### config.mk
export PLATFORM = sky130hd
export DESIGN_NAME = irs_i2c_slave
export DESIGN_NICKNAME = d
export VERILOG_FILES = /design/src/hdl/irs_pkg.sv /design/src/hdl/irs_sync.sv /design/src/hdl/irs_scl_tmo.sv /design/src/hdl/irs_i2c_slave.sv
export SDC_FILE = /design/constraint.sdc
export NUM_CORES = 1
export LEC_CHECK = 0
export BUFFER_PORTS_ARGS = -buffer_cell sky130_fd_sc_hd__buf_2
export CORE_AREA = 2 2 226 228
export CTS_CLUSTER_SIZE = 40
export DETAILED_ROUTE_END_ITERATION = 7
export DIE_AREA = 0 0 228 230
export PLACE_DENSITY = 0.86
export REMOVE_ABC_BUFFERS = 1
export SYNTH_ARGS = -nofsm -noshare
export SYNTH_HDL_FRONTEND = slang
export SYNTH_SLANG_ARGS = --single-unit
### constraint.sdc
create_clock -name clk -period 6.6 [get_ports clk]
set_input_delay 0.33 -clock clk [delete_from_list [all_inputs] [get_ports clk]]
set_output_delay 0.33 -clock clk [all_outputs]
set_load 0.03 [all_outputs]
### src/hdl/irs_pkg.sv
// Constants, register layout and state codes of the serial register slave.
// Assumes a single 125 MHz core clock shared by every module that uses it.
`default_nettype none

package irs_pkg;

  localparam int unsigned CLK_HZ       = 125_000_000;
  localparam int unsigned TICK_HZ      = 1_000_000;
  localparam int unsigned TICK_CYCLES  = CLK_HZ / TICK_HZ;
  localparam int unsigned SCL_TMO_MS   = 35;
  localparam int unsigned SCL_TMO_US   = SCL_TMO_MS * 1000;

  localparam logic [5:0] OFS_MODE      = 6'h02;
  localparam logic [5:0] OFS_LINK_CTRL = 6'h07;
  localparam logic [5:0] OFS_WPROT     = 6'h0d;
  localparam logic [5:0] OFS_ADDR_CFG  = 6'h14;
  localparam logic [5:0] OFS_LINK_STAT = 6'h3f;
  localparam logic [5:0] PROT_LO       = 6'h0e;
  localparam logic [5:0] PROT_HI       = 6'h2f;

  // One bit per register index that exists in the map.
  localparam logic [63:0] REG_EXIST    = 64'h000f_0000_001b_fffe;

  localparam int unsigned WMODE_BIT    = 7;
  localparam int unsigned HSM_BIT      = 6;
  localparam int unsigned TMO_EN_BIT   = 4;
  localparam int unsigned ADDR_UP_MSB  = 3;
  localparam int unsigned ADDR_UP_LSB  = 0;

  localparam logic [7:0] RST_MODE      = 8'h70;
  localparam logic [7:0] RST_ADDR_CFG  = 8'h0d;
  localparam logic [7:0] RST_OTHER     = 8'h00;
  // Arbitrary value; writing it to the protection register lifts the lock.
  localparam logic [7:0] UNLOCK_KEY    = 8'h5a;

  localparam logic [2:0] DEV_ADDR_LOW  = 3'h0;
  localparam logic [4:0] MCODE_PREFIX  = 5'h01;
  localparam logic [3:0] BYTE_BITS     = 4'h8;

  localparam logic [1:0] AXI_OKAY      = 2'h0;
  localparam logic [1:0] AXI_SLVERR    = 2'h2;

  typedef enum logic [2:0] {
    ST_IDLE   = 3'b000,
    ST_DEVADR = 3'b001,
    ST_DEVACK = 3'b010,
    ST_RXBYTE = 3'b011,
    ST_RXACK  = 3'b100,
    ST_TXBYTE = 3'b101,
    ST_TXACK  = 3'b110,
    ST_IGNORE = 3'b111
  } irs_state_t;

  function automatic logic [7:0] rst_val(input logic [5:0] idx);
    logic [7:0] v;
    v = RST_OTHER;
    if (idx == OFS_MODE) begin
      v = RST_MODE;
    end else if (idx == OFS_ADDR_CFG) begin
      v = RST_ADDR_CFG;
    end
    return v;
  endfunction

endpackage

`default_nettype wire

### src/hdl/irs_sync.sv
// Two-stage synchroniser for levels that arrive from outside the core clock.
// Assumes the inputs change slowly compared with the core clock.
`default_nettype none

module irs_sync #(
  parameter int unsigned W = 2
) (
  input  wire logic         clk,
  input  wire logic         rst_b,
  input  wire logic [W-1:0] d,
  output logic      [W-1:0] q
);

  logic [W-1:0] meta_reg;

  // Pins idle high on an open-drain bus, so both stages reset high.
  always_ff @(posedge clk or negedge rst_b) begin
    if (!rst_b) begin
      meta_reg <= '1;
      q        <= '1;
    end else begin
      meta_reg <= d;
      q        <= meta_reg;
    end
  end

endmodule

`default_nettype wire

### src/hdl/irs_scl_tmo.sv
// Watchdog that flags a serial clock held low for too long.
// Assumes scl_low is already synchronised to clk.
`default_nettype none

module irs_scl_tmo #(
  parameter int unsigned TMO_US = irs_pkg::SCL_TMO_US
) (
  input  wire logic clk,
  input  wire logic rst_b,
  input  wire logic enable,
  input  wire logic scl_low,
  output logic      expired
);

  logic [6:0]  div_reg;
  logic [15:0] cnt_reg;
  wire         tick    = (div_reg == 7'(irs_pkg::TICK_CYCLES - 1));
  wire         armed   = enable & scl_low;
  wire         at_end  = (cnt_reg == 16'(TMO_US));

  always_ff @(posedge clk or negedge rst_b) begin
    if (!rst_b) begin
      div_reg <= 7'h00;
      cnt_reg <= 16'h0000;
      expired <= 1'b0;
    end else begin
      div_reg <= tick ? 7'h00 : div_reg + 7'h01;
      if (!armed) begin
        cnt_reg <= 16'h0000;
      end else if (tick && cnt_reg != 16'hffff) begin
        cnt_reg <= cnt_reg + 16'h0001;
      end
      expired <= armed & tick & at_end;
    end
  end

endmodule

`default_nettype wire

### src/hdl/irs_i2c_slave.sv
// Byte-wide register file reached from a two-wire serial bus and from AXI4-Lite.
// Assumes an external pull-up on both bus lines and core mode inputs on clk.
//
// Added by the designer: register access over AXI4-Lite and the register offsets.
`default_nettype none

module irs_i2c_slave #(
  parameter int unsigned TMO_US = irs_pkg::SCL_TMO_US
) (
  input  wire logic        clk,
  input  wire logic        rst_b,
  input  wire logic        scl_i,
  output logic             scl_o,
  output logic             scl_oe,
  input  wire logic        sda_i,
  output logic             sda_o,
  output logic             sda_oe,
  input  wire logic        mode_active_or_sleep,
  input  wire logic        io_supply_rail_ok,
  output logic             hs_mode,
  input  wire logic [7:0]  s_axi_awaddr,
  input  wire logic        s_axi_awvalid,
  output logic             s_axi_awready,
  input  wire logic [31:0] s_axi_wdata,
  input  wire logic [3:0]  s_axi_wstrb,
  input  wire logic        s_axi_wvalid,
  output logic             s_axi_wready,
  output logic [1:0]       s_axi_bresp,
  output logic             s_axi_bvalid,
  input  wire logic        s_axi_bready,
  input  wire logic [7:0]  s_axi_araddr,
  input  wire logic        s_axi_arvalid,
  output logic             s_axi_arready,
  output logic [31:0]      s_axi_rdata,
  output logic [1:0]       s_axi_rresp,
  output logic             s_axi_rvalid,
  input  wire logic        s_axi_rready
);

  logic [1:0]         pin_s;
  logic               scl_q;
  logic               sda_q;
  logic               tmo_hit;
  logic               idle_lvl_reg;
  logic [7:0]         regs [64];

  irs_pkg::irs_state_t state_reg;
  irs_pkg::irs_state_t state_next;
  logic [3:0]         cnt_reg;
  logic [3:0]         cnt_next;
  logic [7:0]         sh_reg;
  logic [7:0]         sh_next;
  logic [7:0]         ptr_reg;
  logic [7:0]         ptr_next;
  logic               rw_reg;
  logic               rw_next;
  logic               exp_ptr_reg;
  logic               exp_ptr_next;
  logic               alt_reg;
  logic               alt_next;
  logic               hs_reg;
  logic               hs_next;
  logic               ack_reg;
  logic               ack_next;
  logic               oe_reg;
  logic               oe_next;

  logic               aw_held_reg;
  logic [5:0]         aw_idx_reg;
  logic               w_held_reg;
  logic [7:0]         w_data_reg;
  logic               w_en_reg;

  irs_sync #(
    .W (2)
  ) u_sync (
    .clk   (clk),
    .rst_b (rst_b),
    .d     ({scl_i, sda_i}),
    .q     (pin_s)
  );

  wire scl_s     = pin_s[1];
  wire sda_s     = pin_s[0];
  wire scl_rise  = scl_s & ~scl_q;
  wire scl_fall  = ~scl_s & scl_q;
  wire bus_start = scl_s & scl_q & sda_q & ~sda_s;
  wire bus_stop  = scl_s & scl_q & ~sda_q & sda_s;

  wire [7:0] link_ctrl = regs[irs_pkg::OFS_LINK_CTRL];
  wire [7:0] addr_cfg  = regs[irs_pkg::OFS_ADDR_CFG];
  wire       hsm       = link_ctrl[irs_pkg::HSM_BIT];
  wire [3:0] addr_up   = addr_cfg[irs_pkg::ADDR_UP_MSB:irs_pkg::ADDR_UP_LSB];

  wire if_ok     = mode_active_or_sleep & io_supply_rail_ok;

  irs_scl_tmo #(
    .TMO_US (TMO_US)
  ) u_tmo (
    .clk     (clk),
    .rst_b   (rst_b),
    .enable  (link_ctrl[irs_pkg::TMO_EN_BIT] & if_ok),
    .scl_low (~scl_s),
    .expired (tmo_hit)
  );

  wire addr_match = (sh_reg[7:4] == addr_up) && (sh_reg[3:1] == irs_pkg::DEV_ADDR_LOW);
  wire mcode_seen = (sh_reg[7:3] == irs_pkg::MCODE_PREFIX);
  wire byte_done  = (cnt_reg == irs_pkg::BYTE_BITS);

  wire [7:0] rd_byte = (ptr_reg[7:6] == 2'b00) ? regs[ptr_reg[5:0]] : 8'h00;

  wire rx_store = scl_fall & (state_reg == irs_pkg::ST_RXBYTE) & byte_done;
  wire i2c_wr   = rx_store & ~exp_ptr_reg & (ptr_reg[7:6] == 2'b00) & if_ok & ~tmo_hit;

  // A serial write always wins the single write port; the bus write waits a cycle.
  wire       axi_go  = aw_held_reg & w_held_reg & ~i2c_wr;
  wire       wr_en   = i2c_wr | (axi_go & w_en_reg);
  wire [5:0] wr_idx  = i2c_wr ? ptr_reg[5:0] : aw_idx_reg;
  wire [7:0] wr_data = i2c_wr ? sh_reg : w_data_reg;

  wire locked    = (regs[irs_pkg::OFS_WPROT] != irs_pkg::UNLOCK_KEY);
  wire in_prot   = (wr_idx >= irs_pkg::PROT_LO) && (wr_idx <= irs_pkg::PROT_HI);
  wire wr_allow  = irs_pkg::REG_EXIST[wr_idx] & ~(locked & in_prot);
  wire [63:0] wr_hit = {63'h0, wr_en & wr_allow} << wr_idx;

  for (genvar i = 0; i < 64; i++) begin : g_reg
    always_ff @(posedge clk or negedge rst_b) begin
      if (!rst_b) begin
        regs[i] <= irs_pkg::rst_val(6'(i));
      end else if (wr_hit[i]) begin
        regs[i] <= wr_data;
      end
    end
  end

  always_comb begin
    state_next   = state_reg;
    cnt_next     = cnt_reg;
    sh_next      = sh_reg;
    ptr_next     = ptr_reg;
    rw_next      = rw_reg;
    exp_ptr_next = exp_ptr_reg;
    alt_next     = alt_reg;
    hs_next      = hs_reg;
    ack_next     = ack_reg;
    oe_next      = oe_reg;
    if (!if_ok || tmo_hit) begin
      state_next   = irs_pkg::ST_IDLE;
      cnt_next     = 4'h0;
      sh_next      = 8'h00;
      rw_next      = 1'b0;
      exp_ptr_next = 1'b0;
      hs_next      = 1'b0;
      oe_next      = 1'b0;
    end else if (bus_start) begin
      state_next = irs_pkg::ST_DEVADR;
      cnt_next   = 4'h0;
      oe_next    = 1'b0;
      if (state_reg == irs_pkg::ST_IDLE) begin
        alt_next = link_ctrl[irs_pkg::WMODE_BIT];
      end
    end else if (bus_stop) begin
      state_next = irs_pkg::ST_IDLE;
      oe_next    = 1'b0;
      hs_next    = 1'b0;
    end else if (scl_rise) begin
      unique case (state_reg)
        irs_pkg::ST_DEVADR, irs_pkg::ST_RXBYTE: begin
          sh_next  = {sh_reg[6:0], sda_s};
          cnt_next = cnt_reg + 4'h1;
        end
        irs_pkg::ST_TXBYTE: begin
          cnt_next = cnt_reg + 4'h1;
        end
        irs_pkg::ST_TXACK: begin
          ack_next = ~sda_s;
          if (!sda_s) begin
            ptr_next = ptr_reg + 8'h01;
          end
        end
        irs_pkg::ST_IDLE, irs_pkg::ST_DEVACK, irs_pkg::ST_RXACK, irs_pkg::ST_IGNORE: begin
        end
      endcase
    end else if (scl_fall) begin
      unique case (state_reg)
        irs_pkg::ST_DEVADR: begin
          if (byte_done) begin
            if (addr_match) begin
              state_next = irs_pkg::ST_DEVACK;
              oe_next    = 1'b1;
              rw_next    = sh_reg[0];
            end else begin
              if (mcode_seen) begin
                hs_next = 1'b1;
              end
              state_next = irs_pkg::ST_IGNORE;
            end
          end
        end
        irs_pkg::ST_DEVACK: begin
          cnt_next = 4'h0;
          if (rw_reg) begin
            state_next = irs_pkg::ST_TXBYTE;
            oe_next    = ~rd_byte[7];
            sh_next    = {rd_byte[6:0], 1'b0};
          end else begin
            state_next   = irs_pkg::ST_RXBYTE;
            oe_next      = 1'b0;
            exp_ptr_next = 1'b1;
          end
        end
        irs_pkg::ST_RXBYTE: begin
          if (byte_done) begin
            state_next = irs_pkg::ST_RXACK;
            oe_next    = 1'b1;
            if (exp_ptr_reg) begin
              ptr_next     = sh_reg;
              exp_ptr_next = 1'b0;
            end else if (alt_reg) begin
              exp_ptr_next = 1'b1;
            end else begin
              ptr_next = ptr_reg + 8'h01;
            end
          end
        end
        irs_pkg::ST_RXACK: begin
          state_next = irs_pkg::ST_RXBYTE;
          cnt_next   = 4'h0;
          oe_next    = 1'b0;
        end
        irs_pkg::ST_TXBYTE: begin
          if (byte_done) begin
            state_next = irs_pkg::ST_TXACK;
            oe_next    = 1'b0;
          end else begin
            oe_next = ~sh_reg[7];
            sh_next = {sh_reg[6:0], 1'b0};
          end
        end
        irs_pkg::ST_TXACK: begin
          if (ack_reg) begin
            state_next = irs_pkg::ST_TXBYTE;
            cnt_next   = 4'h0;
            oe_next    = ~rd_byte[7];
            sh_next    = {rd_byte[6:0], 1'b0};
          end else begin
            state_next = irs_pkg::ST_IGNORE;
            oe_next    = 1'b0;
          end
        end
        irs_pkg::ST_IDLE, irs_pkg::ST_IGNORE: begin
        end
      endcase
    end
  end

  always_ff @(posedge clk or negedge rst_b) begin
    if (!rst_b) begin
      scl_q <= 1'b1;
      sda_q <= 1'b1;
    end else begin
      scl_q <= scl_s;
      sda_q <= sda_s;
    end
  end

  always_ff @(posedge clk or negedge rst_b) begin
    if (!rst_b) begin
      state_reg   <= irs_pkg::ST_IDLE;
      cnt_reg     <= 4'h0;
      sh_reg      <= 8'h00;
      ptr_reg     <= 8'h00;
      rw_reg      <= 1'b0;
      exp_ptr_reg <= 1'b0;
      alt_reg     <= 1'b0;
      hs_reg      <= 1'b0;
      ack_reg     <= 1'b0;
      oe_reg      <= 1'b0;
    end else begin
      state_reg   <= state_next;
      cnt_reg     <= cnt_next;
      sh_reg      <= sh_next;
      ptr_reg     <= ptr_next;
      rw_reg      <= rw_next;
      exp_ptr_reg <= exp_ptr_next;
      alt_reg     <= alt_next;
      hs_reg      <= hs_next;
      ack_reg     <= ack_next;
      oe_reg      <= oe_next;
    end
  end

  // The data line is only ever pulled low, so its drive level is a constant flop.
  // clock line never driven
  always_ff @(posedge clk or negedge rst_b) begin
    if (!rst_b) begin
      idle_lvl_reg <= 1'b0;
    end else begin
      idle_lvl_reg <= 1'b0;
    end
  end

  assign sda_oe = oe_reg;
  assign sda_o  = idle_lvl_reg;
  assign scl_o  = idle_lvl_reg;
  assign scl_oe = idle_lvl_reg;

  always_ff @(posedge clk or negedge rst_b) begin
    if (!rst_b) begin
      hs_mode <= 1'b0;
    end else begin
      hs_mode <= if_ok & (hs_reg | hsm);
    end
  end

  // AXI4-Lite slave: one write and one read in flight, answer a read one cycle and a write two cycles after taking.
  wire aw_hs        = s_axi_awvalid & s_axi_awready;
  wire w_hs         = s_axi_wvalid & s_axi_wready;
  wire ar_hs        = s_axi_arvalid & s_axi_arready;
  wire aw_held_next = aw_hs | (aw_held_reg & ~axi_go);
  wire w_held_next  = w_hs | (w_held_reg & ~axi_go);
  wire bvalid_next  = axi_go | (s_axi_bvalid & ~s_axi_bready);
  wire rvalid_next  = ar_hs | (s_axi_rvalid & ~s_axi_rready);

  wire [5:0] ar_idx  = s_axi_araddr[7:2];
  wire       ar_stat = (ar_idx == irs_pkg::OFS_LINK_STAT);
  wire       ar_ok   = irs_pkg::REG_EXIST[ar_idx] | ar_stat;
  wire [7:0] stat    = {5'h00, hs_reg, state_reg != irs_pkg::ST_IDLE, locked};
  wire [7:0] ar_byte = ar_stat ? stat : regs[ar_idx];
  wire       aw_ok   = irs_pkg::REG_EXIST[aw_idx_reg];

  always_ff @(posedge clk or negedge rst_b) begin
    if (!rst_b) begin
      aw_held_reg <= 1'b0;
      aw_idx_reg  <= 6'h00;
      w_held_reg  <= 1'b0;
      w_data_reg  <= 8'h00;
      w_en_reg    <= 1'b0;
    end else begin
      aw_held_reg <= aw_held_next;
      w_held_reg  <= w_held_next;
      if (aw_hs) begin
        aw_idx_reg <= s_axi_awaddr[7:2];
      end
      if (w_hs) begin
        w_data_reg <= s_axi_wdata[7:0];
        w_en_reg   <= s_axi_wstrb[0];
      end
    end
  end

  always_ff @(posedge clk or negedge rst_b) begin
    if (!rst_b) begin
      s_axi_awready <= 1'b0;
      s_axi_wready  <= 1'b0;
      s_axi_bvalid  <= 1'b0;
      s_axi_bresp   <= irs_pkg::AXI_OKAY;
      s_axi_arready <= 1'b0;
      s_axi_rvalid  <= 1'b0;
      s_axi_rdata   <= 32'h0000_0000;
      s_axi_rresp   <= irs_pkg::AXI_OKAY;
    end else begin
      s_axi_awready <= ~aw_held_next & ~bvalid_next;
      s_axi_wready  <= ~w_held_next & ~bvalid_next;
      s_axi_bvalid  <= bvalid_next;
      if (axi_go) begin
        s_axi_bresp <= aw_ok ? irs_pkg::AXI_OKAY : irs_pkg::AXI_SLVERR;
      end
      s_axi_arready <= ~rvalid_next;
      s_axi_rvalid  <= rvalid_next;
      if (ar_hs) begin
        s_axi_rdata <= {24'h00_0000, ar_ok ? ar_byte : 8'h00};
        s_axi_rresp <= ar_ok ? irs_pkg::AXI_OKAY : irs_pkg::AXI_SLVERR;
      end
    end
  end

endmodule

`default_nettype wire

==> qor.txt <==
Ys async rst share -> 100.0%
Starting Density -> 59.74%
RSZ-0062 raised after global routing -> no
Final instance area -> 31540 sq um
Worst path slowest cell -> nor3_2
Switching Power -> 2.478 mW
Fin. Hold Viols -> 0
Antenna violation net count after detailed routing -> 0
Power, Total -> 9.018 mW
Placement Setup Slack -> 2608 ps
Max reg flops -> 496
Post-synth EDFFs -> 0
Status -> finished, final reports clean
Clock share of power -> 39.8%
Largest net degree at the start of global routing -> 187
Synth Area per Inst -> 13.27 sq um
Arrival @ worst endpoint -> 4680 ps
Commonest cells post-synth -> dfrtp_1, clkbuf_1, mux4_2
Post-CTS Setup Inserts -> 0
Critical path, cell by cell -> ha_1, or4b_4, or4_1, buf_4, a31oi_4, a22oi_2, buf_4, nor3_2, mux2_2
Max-cap viol count -> 0
Area leader, netlist -> dfrtp_1
Root Buffer -> clkbuf_16
Area delta synth->final -> 5.881%
Placement row count -> 82
Peak VDD IR -> 0.2173 mV
Worst Path Required -> 7090 ps
Worst-Margin Slew -> 1402 ps
Crit-path max FO -> 26
Vias per std cell -> 6.726
Placed Cells -> 2532
CTS clk-pin slew, worst paths -> 60 ps
Clock buffer count from CTS -> 59
Die area -> 52440 sq um
Netlist cell types -> 83
Htree depth -> 2
Port Buffers -> 48
Non-Filler Instances -> 2657
Hold WC Path Type -> in -> reg
Int Pwr -> 6.540 mW
Cell Area, Placed -> 29290 sq um
Hpwl dp -> 45.65 mm
GPL Wtd Cong -> 0.9342
Worst setup margin -> 2409 ps
Switching Share -> 27.47%
Clock Skew -> 18.21 ps
Mapped cell area -> 29790 sq um
Register bit total from synthesis -> 604
CTS tree -> done
Highest clock rate -> 238.6 MHz
Power per cell area -> 285.9 nW/um^2
CTS Sinks -> 604
Avg WL per Cell -> 27.58 microns
GR Overflow Total -> 0
Number of remaining DRC errors -> 0
Crit path launch type -> flip-flop
Fillcell total -> 3439
I/O pin count -> 109
Critical path class -> reg -> reg
Final core occ -> 63.25%
Final Cycle Share -> 63.50%
Die height -> 230 microns
Final slew viol count -> 0
Register area -> 15140 sq um
TritonRoute pass-1 iters -> 6
Final Critical Period -> 4191 ps
Initial antenna violation count -> 1
Prevailing post-synth register cell -> dfrtp_1
CTS max path bufs -> 3
Leak -> 13.94 nW
Area of the multi-input gates -> 12640 sq um
WL final -> 73.28 mm
CP most frequent cell -> buf_4
Main area contributors after synthesis -> dfrtp_1, mux4_2, mux2_2, clkbuf_1, mux2i_1
Starting DRT DRC Count -> 2136
Nets@finish -> 2013
Vias in the first global route -> 18.77k
First-pass GRT wire length -> 114.6 mm
Top cell type's share of synthesized area -> 49.74%
Core Area -> 49860 sq um
Via count -> 17.87k
Syn Inst Count -> 2245
Proportion of layout cells with a drive suffix above 1 -> 34.43%
Part of the power in registers -> 46.3%
Worst-Skew Late Latency -> 630 ps
Gr usage total -> 28.69%
Crit end category -> flip-flop
Max incr delay on CP -> 1150 ps
Seq/Total Area, Yosys -> 50.79%
Slew HR -> 6.005%
Power share of the combinational group -> 13.9%
Die Wd -> 228 microns
Worst reg2reg setup slack -> 2410 ps
Warnings, synthesis -> 0
Most frequent cell after synthesis -> dfrtp_1
Setup violators final -> 0
==> final cells by class <==
type                       instances  share of cell area, %
sequential                       604                  48.00
multi-input combinational       1143                  40.09
clock buffer                      79                  5.308
tap                              672                  2.666
timing repair buffer              92                  2.230
clock inverter                    26                  1.218
inverter                          40                 0.4761
antenna                            1               0.007935
==> worst paths after layout <==
kind / from / endpoint / cells after the start
setup / recovery: scl_q / regs[354] / 9
hold / removal: s_axi_arvalid / s_axi_rdata[0] / 3
setup reg to reg: scl_q / regs[354] / 9
hold reg to reg: u_sync.meta_reg[1] / u_sync.q[1] / 0
max in group asynchronous: rst_b / ptr_reg[0] / 3
min in group asynchronous: rst_b / regs[1] / 2
==> critical path: cells and delay by family (launching register included) <==
family | cells | cell delay [ps]
DFF | 1 | 550
and+or+nand+nor | 3 | 2030
AOI/OAI and AO/OA | 2 | 300
muxes | 1 | 440
adders and majority gates | 1 | 200
buffers and inverters | 2 | 520
==> cells in the final DEF (no fill, tap or decap), drive strengths merged, types with 5 or more instances in the layout <==
cell type and instances:
and3 6, nor3b 5, a41oi 6, and4 13
nand4 12, nor2 72, o22ai 5, nand3 31
a31oi 8, mux4 255, nand2 93, a311oi 11
conb 29, a211oi 6, o21ai 39, buf 73
nand2b 9, nor3 30, nor2b 20, inv 40
o221ai 14, a221oi 6, mux2i 72, a211o 8
dfrtp 592, clkinv 10, nand3b 8, a22oi 21
bufinv 9, or3 12, nor4 6, xor2 12
xnor2 6, dlygate4sd3 19, clkinvlp 7, clkbuf 79
dfstp 12, a21oi 46, mux2 210, ha 10
==> per-layer routing <==
| layer | share of wire (%) | vias to the layer above | GRT usage [%] |
|---|---|---|---|
| li1 | - | 7366 | - |
| met1 | 39 | 9272 | 40.11 |
| met2 | 45 | 1010 | 42.06 |
| met3 | 10 | 224 | 8.085 |
| met4 | 5.3 | 0 | 13.81 |
| met5 | 0 | - | 0 |
==> kinds of logic (layout without fill, tap and decap cells) <==
group | after synthesis | after routing | share of synthesized area (%)
flops | 604 | 604 | 50.79
compound gates | 214 | 214 | 5.205
simple gates | 335 | 335 | 6.166
other cells | 1 | 30 | 0.01259
xor+xnor | 18 | 18 | 0.5293
buf+inv | 526 | 237 | 7.133
mux | 537 | 537 | 29.74
fa+ha+maj | 10 | 10 | 0.4201
==> power by group through the flow <==
stage               registers [mW]  clock network (mW)  logic (mW)
finish                        4.18                3.59        1.25
global route                  4.20                3.79        1.33
CTS                           4.17                3.63        1.24
detailed placement            4.23                   0        1.22
global placement              4.20                   0        1.17
floorplan                     4.19                   0       0.735
==> metrics by stage <==
step | hold slack, ps | setup TNS, ps
floorplan | 34.41 | -6271
global placement | 351.3 | 0
detailed placement | 353.9 | 0
CTS | 42.60 | 0
global route | 95.16 | 0
finish | 75.62 | 0
==> what timing repair did <==
item	4_1_cts	5_1_grt
resized for setup	0	0
endpoints found under the hold margin	156	0
hold buffers	19	0
No activity file was read; power rests on OpenSTA's default activity.
